**src/core/cmx_regs.svh**
```systemverilog
// Bit positions and reset values of the upper configuration word fields.
// Assumes a 64-bit configuration word, bit 63 sent first on the link.
`ifndef CMX_REGS_SVH
`define CMX_REGS_SVH

`define CMX_WORD_BITS 64
`define CMX_CNT_W 7
`define CMX_MIX_LO 46
`define CMX_MIX_HI 49
`define CMX_BRIDGE_BIT 50
`define CMX_HCOMP_LO 51
`define CMX_HCOMP_HI 55
`define CMX_LCOMP_LO 56
`define CMX_LCOMP_HI 60
`define CMX_APS_BIT 61
`define CMX_SPEED_BIT 62
`define CMX_MOD_BIT 63
`define CMX_MIX_RST 4'h9
`define CMX_BRIDGE_RST 1'b0
`define CMX_APS_RST 1'b0
`define CMX_HCOMP_RST 5'h10
`define CMX_LCOMP_RST 5'h00
`define CMX_HCOMP_MIN 5'h08
`define CMX_HCOMP_MAX 5'h10
`define CMX_LCOMP_MAX 5'h08
`define CMX_LOWER_W 46
`define CMX_LOWER_RST 46'h0000_0000_0000

`endif

```
**src/core/cmx_pkg.sv**
```systemverilog
// Types shared by both ends of the configuration link and the mixer.
// Assumes cmx_regs.svh supplies the bit positions.
package cmx_pkg;
    // Source chosen for one output channel.
    typedef enum logic [1:0] {
        MIX_MUTE = 2'b00,
        MIX_RIGHT = 2'b01,
        MIX_LEFT = 2'b10,
        MIX_HALFSUM = 2'b11
    } cmx_src_t;

    // Speed and modulation pair, speed in the upper bit.
    typedef enum logic [1:0] {
        PWM_R_500K = 2'b00,
        PWM_H_1M = 2'b01,
        PWM_R_1M = 2'b10,
        PWM_H_2M = 2'b11
    } cmx_pwm_t;

    typedef enum logic [1:0] {
        HST_IDLE = 2'b00,
        HST_SHIFT = 2'b01,
        HST_END = 2'b10
    } cmx_hstate_t;
endpackage : cmx_pkg

```
**src/core/cmx_link_if.sv**
```systemverilog
// Configuration link between the host controller and the amplifier.
// Both ends run on the same clock; no synchroniser is needed.
interface cmx_link_if;
    logic frameSel;
    logic shiftStrobe;
    logic shiftBit;

    modport host (output frameSel, output shiftStrobe, output shiftBit);
    modport device (input frameSel, input shiftStrobe, input shiftBit);
endinterface : cmx_link_if

```
**src/core/cmx_mix_device.sv**
```systemverilog
// Amplifier end: receives the configuration word and mixes the channels.
// Assumes the host frames whole 64-bit words on the link, bit 63 first.
`include "cmx_regs.svh"

// How it works
// - Four mix bits at 46..49 steer channels.
// - Upper mix bits choose left output source.
// - Lower mix bits choose right output source.
// - Mix field resets to 1001, straight through.
// - Bit 50 gates the output bridge drive.
// - Bridge drive is off after reset.
// - Host enables bridge only once safe.
// - Low compensation defaults 00000, host keeps <=01000.
// - High compensation defaults 10000, host keeps >=01000.
// - Bit 61 enables power save and silence.
// - Bit 62 speed, bit 63 modulation method.
// - Pair picks R500k, H1M, R1M, H2M.
// - Host first configures H modulation 1MHz.
// - High compensation occupies bits 51..55.
// - Low compensation occupies bits 56..60.
module cmx_mix_device #(
    parameter int SAMPLE_W = 24
) (
    input wire logic clk,
    input wire logic reset_n,
    cmx_link_if.device link,
    input wire logic signed [SAMPLE_W-1:0] leftIn,
    input wire logic signed [SAMPLE_W-1:0] rightIn,
    input wire logic sampleValid,
    output logic signed [SAMPLE_W-1:0] leftOut,
    output logic signed [SAMPLE_W-1:0] rightOut,
    output logic outValid,
    output logic bridgeEnable,
    output logic [4:0] highComp,
    output logic [4:0] lowComp,
    output logic autoPowerSave,
    output logic silenceActive,
    output cmx_pkg::cmx_pwm_t pwmMode,
    output logic configDone
);
    import cmx_pkg::*;

    // Below two bits the half sum would have no room for a sign.
    if (SAMPLE_W < 2) begin : gBadSample
        $error("SAMPLE_W must be at least 2");
    end
    // The frame counter has to reach a whole word without wrapping.
    if ((1 << `CMX_CNT_W) <= `CMX_WORD_BITS) begin : gBadCount
        $error("CMX_CNT_W too narrow for the word length");
    end

    // ************************************************************
    // Configuration receiver
    // ************************************************************
    logic [`CMX_WORD_BITS-1:0] shift_q, shift_d;
    logic [`CMX_CNT_W-1:0] count_q, count_d;
    logic frameSel_q;
    logic commit;
    logic [3:0] mix_q, mix_d;
    logic bridge_q, bridge_d;
    logic [4:0] hComp_q, hComp_d;
    logic [4:0] lComp_q, lComp_d;
    logic aps_q, aps_d;
    cmx_pwm_t pwm_q, pwm_d;
    logic done_q, done_d;

    // A frame that ends short or long is dropped whole, so a glitch on
    // the link can never leave half-updated fields behind.
    assign commit = frameSel_q && !link.frameSel &&
        (count_q == `CMX_CNT_W'(`CMX_WORD_BITS));

    always_comb begin
        shift_d = shift_q;
        count_d = count_q;
        if (!link.frameSel) begin
            count_d = '0;
        end else if (link.shiftStrobe) begin
            shift_d = {shift_q[`CMX_WORD_BITS-2:0], link.shiftBit};
            // The count saturates so that an overlong frame can never
            // wrap back round to a valid length.
            if (count_q != {`CMX_CNT_W{1'b1}}) begin
                count_d = count_q + `CMX_CNT_W'(1);
            end
        end
    end

    always_comb begin
        mix_d = mix_q;
        bridge_d = bridge_q;
        hComp_d = hComp_q;
        lComp_d = lComp_q;
        aps_d = aps_q;
        pwm_d = pwm_q;
        done_d = commit;
        if (commit) begin
            mix_d = shift_q[`CMX_MIX_HI:`CMX_MIX_LO];
            bridge_d = shift_q[`CMX_BRIDGE_BIT];
            hComp_d = shift_q[`CMX_HCOMP_HI:`CMX_HCOMP_LO];
            lComp_d = shift_q[`CMX_LCOMP_HI:`CMX_LCOMP_LO];
            aps_d = shift_q[`CMX_APS_BIT];
            pwm_d = cmx_pwm_t'({shift_q[`CMX_SPEED_BIT],
                shift_q[`CMX_MOD_BIT]});
        end
    end

    always_ff @(posedge clk) begin
        if (!reset_n) begin
            shift_q <= '0;
            count_q <= '0;
            frameSel_q <= 1'b0;
            mix_q <= `CMX_MIX_RST;
            bridge_q <= `CMX_BRIDGE_RST;
            hComp_q <= `CMX_HCOMP_RST;
            lComp_q <= `CMX_LCOMP_RST;
            aps_q <= `CMX_APS_RST;
            pwm_q <= PWM_R_500K;
            done_q <= 1'b0;
        end else begin
            shift_q <= shift_d;
            count_q <= count_d;
            frameSel_q <= link.frameSel;
            mix_q <= mix_d;
            bridge_q <= bridge_d;
            hComp_q <= hComp_d;
            lComp_q <= lComp_d;
            aps_q <= aps_d;
            pwm_q <= pwm_d;
            done_q <= done_d;
        end
    end

    // ************************************************************
    // Channel mixer
    // ************************************************************
    logic signed [SAMPLE_W:0] sumWide;
    logic signed [SAMPLE_W-1:0] halfSum;
    logic signed [SAMPLE_W-1:0] leftOut_d, rightOut_d;
    logic signed [SAMPLE_W-1:0] leftOut_q, rightOut_q;
    logic valid_d, valid_q;
    logic silence_d, silence_q;

    // One extra bit keeps the sum from wrapping before the halving.
    assign sumWide = {leftIn[SAMPLE_W-1], leftIn} +
        {rightIn[SAMPLE_W-1], rightIn};
    assign halfSum = SAMPLE_W'(sumWide >>> 1);

    function automatic logic signed [SAMPLE_W-1:0] pick(
        input cmx_src_t sel,
        input logic signed [SAMPLE_W-1:0] l,
        input logic signed [SAMPLE_W-1:0] r,
        input logic signed [SAMPLE_W-1:0] h
    );
        case (sel)
            MIX_RIGHT: pick = r;
            MIX_LEFT: pick = l;
            MIX_HALFSUM: pick = h;
            default: pick = '0;
        endcase
    endfunction : pick

    // The mix in force at the sampling edge is used; a word that lands
    // in the same cycle as a sample only steers the following sample.
    always_comb begin
        leftOut_d = leftOut_q;
        rightOut_d = rightOut_q;
        valid_d = sampleValid;
        if (sampleValid) begin
            leftOut_d = pick(cmx_src_t'(mix_q[3:2]), leftIn, rightIn,
                halfSum);
            rightOut_d = pick(cmx_src_t'(mix_q[1:0]), leftIn, rightIn,
                halfSum);
        end
        // Silence is only reported while power save is on, so the output
        // stage never idles unless the host asked for it.
        silence_d = aps_q && (leftOut_d == '0) &&
            (rightOut_d == '0);
    end

    always_ff @(posedge clk) begin
        if (!reset_n) begin
            leftOut_q <= '0;
            rightOut_q <= '0;
            valid_q <= 1'b0;
            silence_q <= 1'b0;
        end else begin
            leftOut_q <= leftOut_d;
            rightOut_q <= rightOut_d;
            valid_q <= valid_d;
            silence_q <= silence_d;
        end
    end

    // ************************************************************
    // Outputs
    // ************************************************************
    assign leftOut = leftOut_q;
    assign rightOut = rightOut_q;
    assign outValid = valid_q;
    assign bridgeEnable = bridge_q;
    assign highComp = hComp_q;
    assign lowComp = lComp_q;
    assign autoPowerSave = aps_q;
    assign silenceActive = silence_q;
    assign pwmMode = pwm_q;
    assign configDone = done_q;
endmodule : cmx_mix_device

```
**src/flat_wrapper.sv**
```systemverilog
// flat-port wrapper written by rule: the top's interface ports become plain ports
module cmx_mix_device_flat import cmx_pkg::*;
#(
    parameter int SAMPLE_W = 24
)
  (clk, reset_n, leftIn, rightIn, sampleValid, leftOut, rightOut, outValid, bridgeEnable, highComp, lowComp, autoPowerSave, silenceActive, pwmMode, configDone, link_frameSel, link_shiftStrobe, link_shiftBit);
  cmx_link_if link_i ();
  input wire logic clk;
  input wire logic reset_n;
  input wire logic signed [SAMPLE_W-1:0] leftIn;
  input wire logic signed [SAMPLE_W-1:0] rightIn;
  input wire logic sampleValid;
  output logic signed [SAMPLE_W-1:0] leftOut;
  output logic signed [SAMPLE_W-1:0] rightOut;
  output logic outValid;
  output logic bridgeEnable;
  output logic [4:0] highComp;
  output logic [4:0] lowComp;
  output logic autoPowerSave;
  output logic silenceActive;
  output cmx_pkg::cmx_pwm_t pwmMode;
  output logic configDone;
  input wire logic [$bits(link_i.frameSel)-1:0] link_frameSel;
  input wire logic [$bits(link_i.shiftStrobe)-1:0] link_shiftStrobe;
  input wire logic [$bits(link_i.shiftBit)-1:0] link_shiftBit;
  assign link_i.frameSel = link_frameSel;
  assign link_i.shiftStrobe = link_shiftStrobe;
  assign link_i.shiftBit = link_shiftBit;
  cmx_mix_device #(.SAMPLE_W(SAMPLE_W)) u_core (.clk(clk), .reset_n(reset_n), .link(link_i), .leftIn(leftIn), .rightIn(rightIn), .sampleValid(sampleValid), .leftOut(leftOut), .rightOut(rightOut), .outValid(outValid), .bridgeEnable(bridgeEnable), .highComp(highComp), .lowComp(lowComp), .autoPowerSave(autoPowerSave), .silenceActive(silenceActive), .pwmMode(pwmMode), .configDone(configDone));
endmodule
```
**config.mk**
```make
export PLATFORM = sky130hd
export DESIGN_NAME = cmx_mix_device_flat
export DESIGN_NICKNAME = d
export VERILOG_FILES = /design/src/core/cmx_pkg.sv /design/src/core/cmx_link_if.sv /design/src/core/cmx_mix_device.sv /design/src/flat_wrapper.sv
export VERILOG_INCLUDE_DIRS = /design/src /design/src/core
export SDC_FILE = /design/constraint.sdc
export NUM_CORES = 1
export LEC_CHECK = 0
export BUFFER_PORTS_ARGS = -buffer_cell sky130_fd_sc_hd__buf_2
export CAP_MARGIN = 10
export CORE_ASPECT_RATIO = 0.5
export CORE_MARGIN = 2
export CORE_UTILIZATION = 57
export CTS_CLUSTER_SIZE = 20
export DETAILED_ROUTE_END_ITERATION = 12
export PLACE_DENSITY_LB_ADDON = 0.15
export SYNTH_ARGS = -nofsm -noshare
export SYNTH_HDL_FRONTEND = slang
export SYNTH_SLANG_ARGS = --single-unit
```
**constraint.sdc**
```tcl
create_clock -name clk -period 3.5 [get_ports clk]
set_input_delay 0.7 -clock clk [delete_from_list [all_inputs] [get_ports clk]]
set_output_delay 0.7 -clock clk [all_outputs]
set_load 0.01 [all_outputs]
```
* After elaboration in Yosys (flattened, before gate mapping) *
Cells that the tools add are included.

cells by class
  equal/unequal tests = 8
  $add $sub $neg = 2
  reductions and logical operators = 10
  muxes and demuxes = 4

operators by type and width
  operator               count
  $pmux W24 S3           2
  $logic_not A24 Y1      2
  $mux W24               2
  $add A24 B24 Y25       1
  $eq A2 B2 Y1 const B   4
  $add A7 B1 Y7 const B  1
  $eq A7 B7 Y1 const B   1
  $ne A7 B7 Y1 const B   1
  $reduce_and A2 Y1      3
  $eq A2 B1 Y1 const B   2
  $logic_and A1 B1 Y1    4
  $logic_not A1 Y1       1

word-level totals
  word-level logic and storage cells = 38
  bits in registers = 141

* Depth between registers and ports, before layout *
  depth in word-level cells = 6
  gate-level depth with buffers = 11
  gate-level depth less buffers = 11

* Worst setup path before layout *
Ideal clock, no wire load.

  kind = input-to-reg
  start point = input port leftIn[14]
  end point = register u_core.silence_q, in the netlist u_core.silenceActive
  stages = 11
  data arrival time = 2.943 ns
  slack = 0.491 ns
  path buffers = 1
  cells stage by stage = ha_1 > clkbuf_1 > and4_1 > and3_1 > a22o_1 > a211oi_1 > o21ai_0 > xnor2_1 > o41ai_1 > o2111ai_1 > nor2_1

on the way
  cells in the longest elaborated chain, start to end = 6

RTL lines
  what                     RTL line               source
  start: declaration       flat_wrapper.sv:10     input wire logic signed [SAMPLE_W-1:0] leftIn;
  $add A24 B24 Y25         cmx_mix_device.sv:143  assign sumWide = {leftIn[SAMPLE_W-1], leftIn} +
  $pmux W24 S3             cmx_mix_device.sv:153  case (sel)
  $mux W24                 cmx_mix_device.sv:167  if (sampleValid) begin
  $logic_not A24 Y1        cmx_mix_device.sv:175  silence_d = aps_q && (leftOut_d == '0) &&
  $logic_and A1 B1 Y1      cmx_mix_device.sv:175
  $logic_and A1 B1 Y1 (*)  cmx_mix_device.sv:175
  end signal: assignment   cmx_mix_device.sv:189  silence_q <= silence_d;
  end: declaration         cmx_mix_device.sv:140  logic silence_d, silence_q;

Every way passes the cells marked *; elsewhere a longest branch is shown, timed or not.
A chain may end at the register's enable or synchronous reset.

* Final worst setup path *
  start point = input port leftIn[1]
  end point = register u_core.silence_q, in the netlist u_core.silenceActive

Same word-level chain as after synthesis.

==> flow_summary.json <==
{
  "syn_nets": 1094,
  "crit_fanout": 6,
  "drt-initial-drc-count": 797,
  "grt_pass1_vias": 7370,
  "track_usage_pct": 32.99,
  "post_cts_buffers": 0,
  "drv_cap": 0,
  "slew_headroom_pct": 26.91,
  "insertion_delay_ns": 0.42,
  "synth_seq_cells": 141,
  "power_density_mw_per_mm2": 452.3,
  "hp-class": "flop to flop",
  "seqPwrFrac_pct": 40.1,
  "syn2layout_area_growth_pct": 19.33,
  "synth-simple-area-share_pct": 25.53,
  "final-max-slew-violation-count": 0,
  "post-dp-hpwl_mm": 17.28,
  "place_ws_ns": -0.02570,
  "rsz0062_at_grt": "false",
  "cts.path.max_buffers": 2,
  "ir_drop_v": 0.0002713,
  "fin_crit_ns": 3.207,
  "async_reset_ff_share_pct": 0,
  "clock_sinks": 141,
  "nets": 1211,
  "vias_per_cell": 6.159,
  "cts_tree": "done",
  "antenna_found_initial": 0,
  "synthDistinctLibCells": 71,
  "path_cells": "buf_2 > inv_1 > fa_1 > nand2b_1 > a21oi_2 > o31a_1 > o21ai_0 > a31oi_1 > xor2_1 > o41ai_1 > buf_4 > o2111ai_1 > nor2_1",
  "routed-via-count": 8093,
  "post-route-worst-setup-slack_ns": 0.2929,
  "cp.arrival_ns": 3.55,
  "p_sw_uw": 1242,
  "htreeDepth": 4,
  "fin_crit_sh_pct": 91.63,
  "cpPeakStageDelay_ns": 0.45,
  "grt_pass1_wl_mm": 37.64,
  "fin_area_mm2": 0.009183,
  "cts_root_buffer": "clkbuf_16",
  "clkPwrFrac_pct": 43.0,
  "cts_hold_buf": 0,
  "routed_wl_mm": 23.97,
  "synth-main-ff-cell": "dfxtp_1",
  "die-area_mm2": 0.01450,
  "critPathLaunchType": "input port",
  "yosysWarnings": 0,
  "worst-path-buf-inv": 3,
  "ant_nets": 0,
  "setup_tns_ns": 0,
  "die_w_um": 168.3,
  "syn_inst": 1014,
  "synth_top_family_by_area": "simple AND/OR/NAND/NOR gates",
  "placed_cells": 1282,
  "num_io_pins": 119,
  "worst_slew_pin_slew_ns": 1.094,
  "cp_slowest_cell": "fa_1",
  "setup_viol": 0,
  "gp_congestion": 1.026,
  "comb_power_share_pct": 16.8,
  "drive_above_1_share_pct": 18.62,
  "clk_pin_slew_ns": 0.07,
  "core-area_mm2": 0.01292,
  "synth.avg_cell_area_um2": 7.589,
  "detailed_place.area_mm2": 0.008603,
  "drcViolationCount": 0,
  "rows": 29,
  "overflow": 0,
  "fill_cells": 1084,
  "muxShareOfSynthArea_pct": 3.805,
  "cts_resized": 0,
  "hold_viol_final": 0,
  "power.leakage_uw": 0.003894,
  "numCtsBuffers": 17,
  "intPower_uw": 2912,
  "dr.pass1.iters": 6,
  "yosysSeqAreaShare_pct": 36.68,
  "port_buffers": 118,
  "synth_edf_count": 0,
  "finalNonFillerCells": 1314,
  "synth_area_mm2": 0.007695,
  "die_h_um": 86.16,
  "grt_max_degree": 101,
  "cp-end-kind": "flop",
  "critical_path_class": "input port to flop",
  "wl_per_cell_um": 18.24,
  "status": "finished, final reports clean",
  "cp_data_required_time_ns": 3.85,
  "synth_fa_ha_area_share_pct": 4.325,
  "fin_skew_ns": 0.01185,
  "critPathTopFamily": "compound AO/OA/AOI/OAI gates",
  "synth-xor-area-share_pct": 2.163,
  "swShare_pct": 29.90,
  "start_util_pct": 59.57,
  "synth_compound_gate_area_share_pct": 23.32,
  "fmax_mhz": 311.8,
  "post-route-util_pct": 71.09,
  "num_antenna_cells": 0
}
==> cells in the mapped netlist (all sizes together) (11+ instances only) <==
master	instances	area share (%)
ha	25	4.1
o21ai	35	2.3
nand3	16	1.0
nand2	194	9.5
buf	16	0.91
dfxtp	141	37
xor2	11	1.3
nor3	15	0.98
a221oi	13	1.5
inv	15	0.73
a211oi	15	1.5
nand2b	13	1.1
mux2i	27	3.5
and2	14	1.1
a21oi	131	8.7
nor2	120	5.9
clkbuf	50	2.4
==> routing by layer <==
metal	up-vias	share of wire (%)	global-route usage [%]	routed length, µm
met2	415	44	52.64	10510
met1	3794	44	43.66	10440
li1	3825	-	-	-
met4	0	2.1	10.58	512
met5	-	0	0	0
met3	59	10	9.275	2503
==> state kept, by name, summed over array words and instances (netlist names) <==
register / flops
u_core.configDone: 1
u_core.bridgeEnable: 1
u_core.pwmMode: 2
u_core.silenceActive: 1
u_core.count_q: 7
u_core.frameSel_q: 1
u_core.mix_q: 4
u_core.lowComp: 5
u_core.autoPowerSave: 1
u_core.highComp: 5
u_core.leftOut: 24
u_core.shift_q: 64
u_core.outValid: 1
u_core.rightOut: 24
==> metrics by stage <==
| stage | hold slack, ns | power, µW |
|---|---|---|
| finish | 0.4489 | 4154 |
| floorplan | 0.4321 | 2120 |
| global route | 0.4624 | 4298 |
| detailed placement | 0.4429 | 2376 |
| global placement | 0.4362 | 2374 |
| CTS | 0.4527 | 4144 |
==> power by group through the flow <==
| stage | logic [µW] | registers, µW | clock network (µW) |
|---|---|---|---|
| 5_1_grt | 756 | 1670 | 1870 |
| 6_report | 699 | 1670 | 1790 |
| 4_1_cts | 680 | 1670 | 1800 |
| 3_3_place_gp | 673 | 1700 | 0 |
| 3_5_place_dp | 674 | 1700 | 0 |
| 2_1_floorplan | 405 | 1720 | 0 |
==> cell families after synthesis <==
kind of cell / Yosys count
xor gates and xnor gates: 19
AOI/OAI and AO/OA: 278
and+or+nand+nor: 438
muxes: 29
buffers and inverters: 83
DFF: 141
adders and majority gates: 26
==> worst min-delay path, delay by kind of cell, from the launching register on <==
family | cells | cell delay (ns)
flops | 1 | 0.31
compound gates | 1 | 0.05
simple gates | 1 | 0.05
==> cells in the final DEF (no fill, tap or decap), drive strengths merged, types with 8 or more instances in the layout <==
master,Yosys,routed
a211oi,15,15
clkbuf,50,18
buf,16,164
nand3b,10,10
nor4,9,9
a21o,10,10
o21ai,35,35
xnor2,8,8
and2,14,14
nor2,120,120
nand4,10,10
ha,25,25
nand2,194,194
mux2i,27,27
nor2b,8,8
nand2b,13,13
xor2,11,11
a31oi,9,9
a21oi,131,131
nor3,15,15
dfxtp,141,141
nand3,16,16
a221oi,13,13
inv,15,22
==> layout make-up <==
class                      instances  area, µm²  share of cell area (%)
clock buffer                      18      429.2                   4.674
clock inverter                    14      150.1                   1.635
inverter                          17      65.06                  0.7085
multi-input combinational        790       4554                   49.60
sequential                       141       2823                   30.74
tap                              170      212.7                   2.316
timing repair buffer             164      948.4                   10.33
==> final timing paths <==
kind / slack (ns) / cells past startpoint / from / end
worst min-delay path: 0.45 / 2 / u_core.shift_q[13] / u_core.shift_q[14]
worst max-delay path: 0.29 / 13 / leftIn[1] / u_core.silenceActive
worst max register to register: 0.57 / 10 / u_core.mix_q[2] / u_core.silenceActive
worst min register to register: 0.45 / 2 / u_core.shift_q[13] / u_core.shift_q[14]
(Power assumes the default switching activity.)
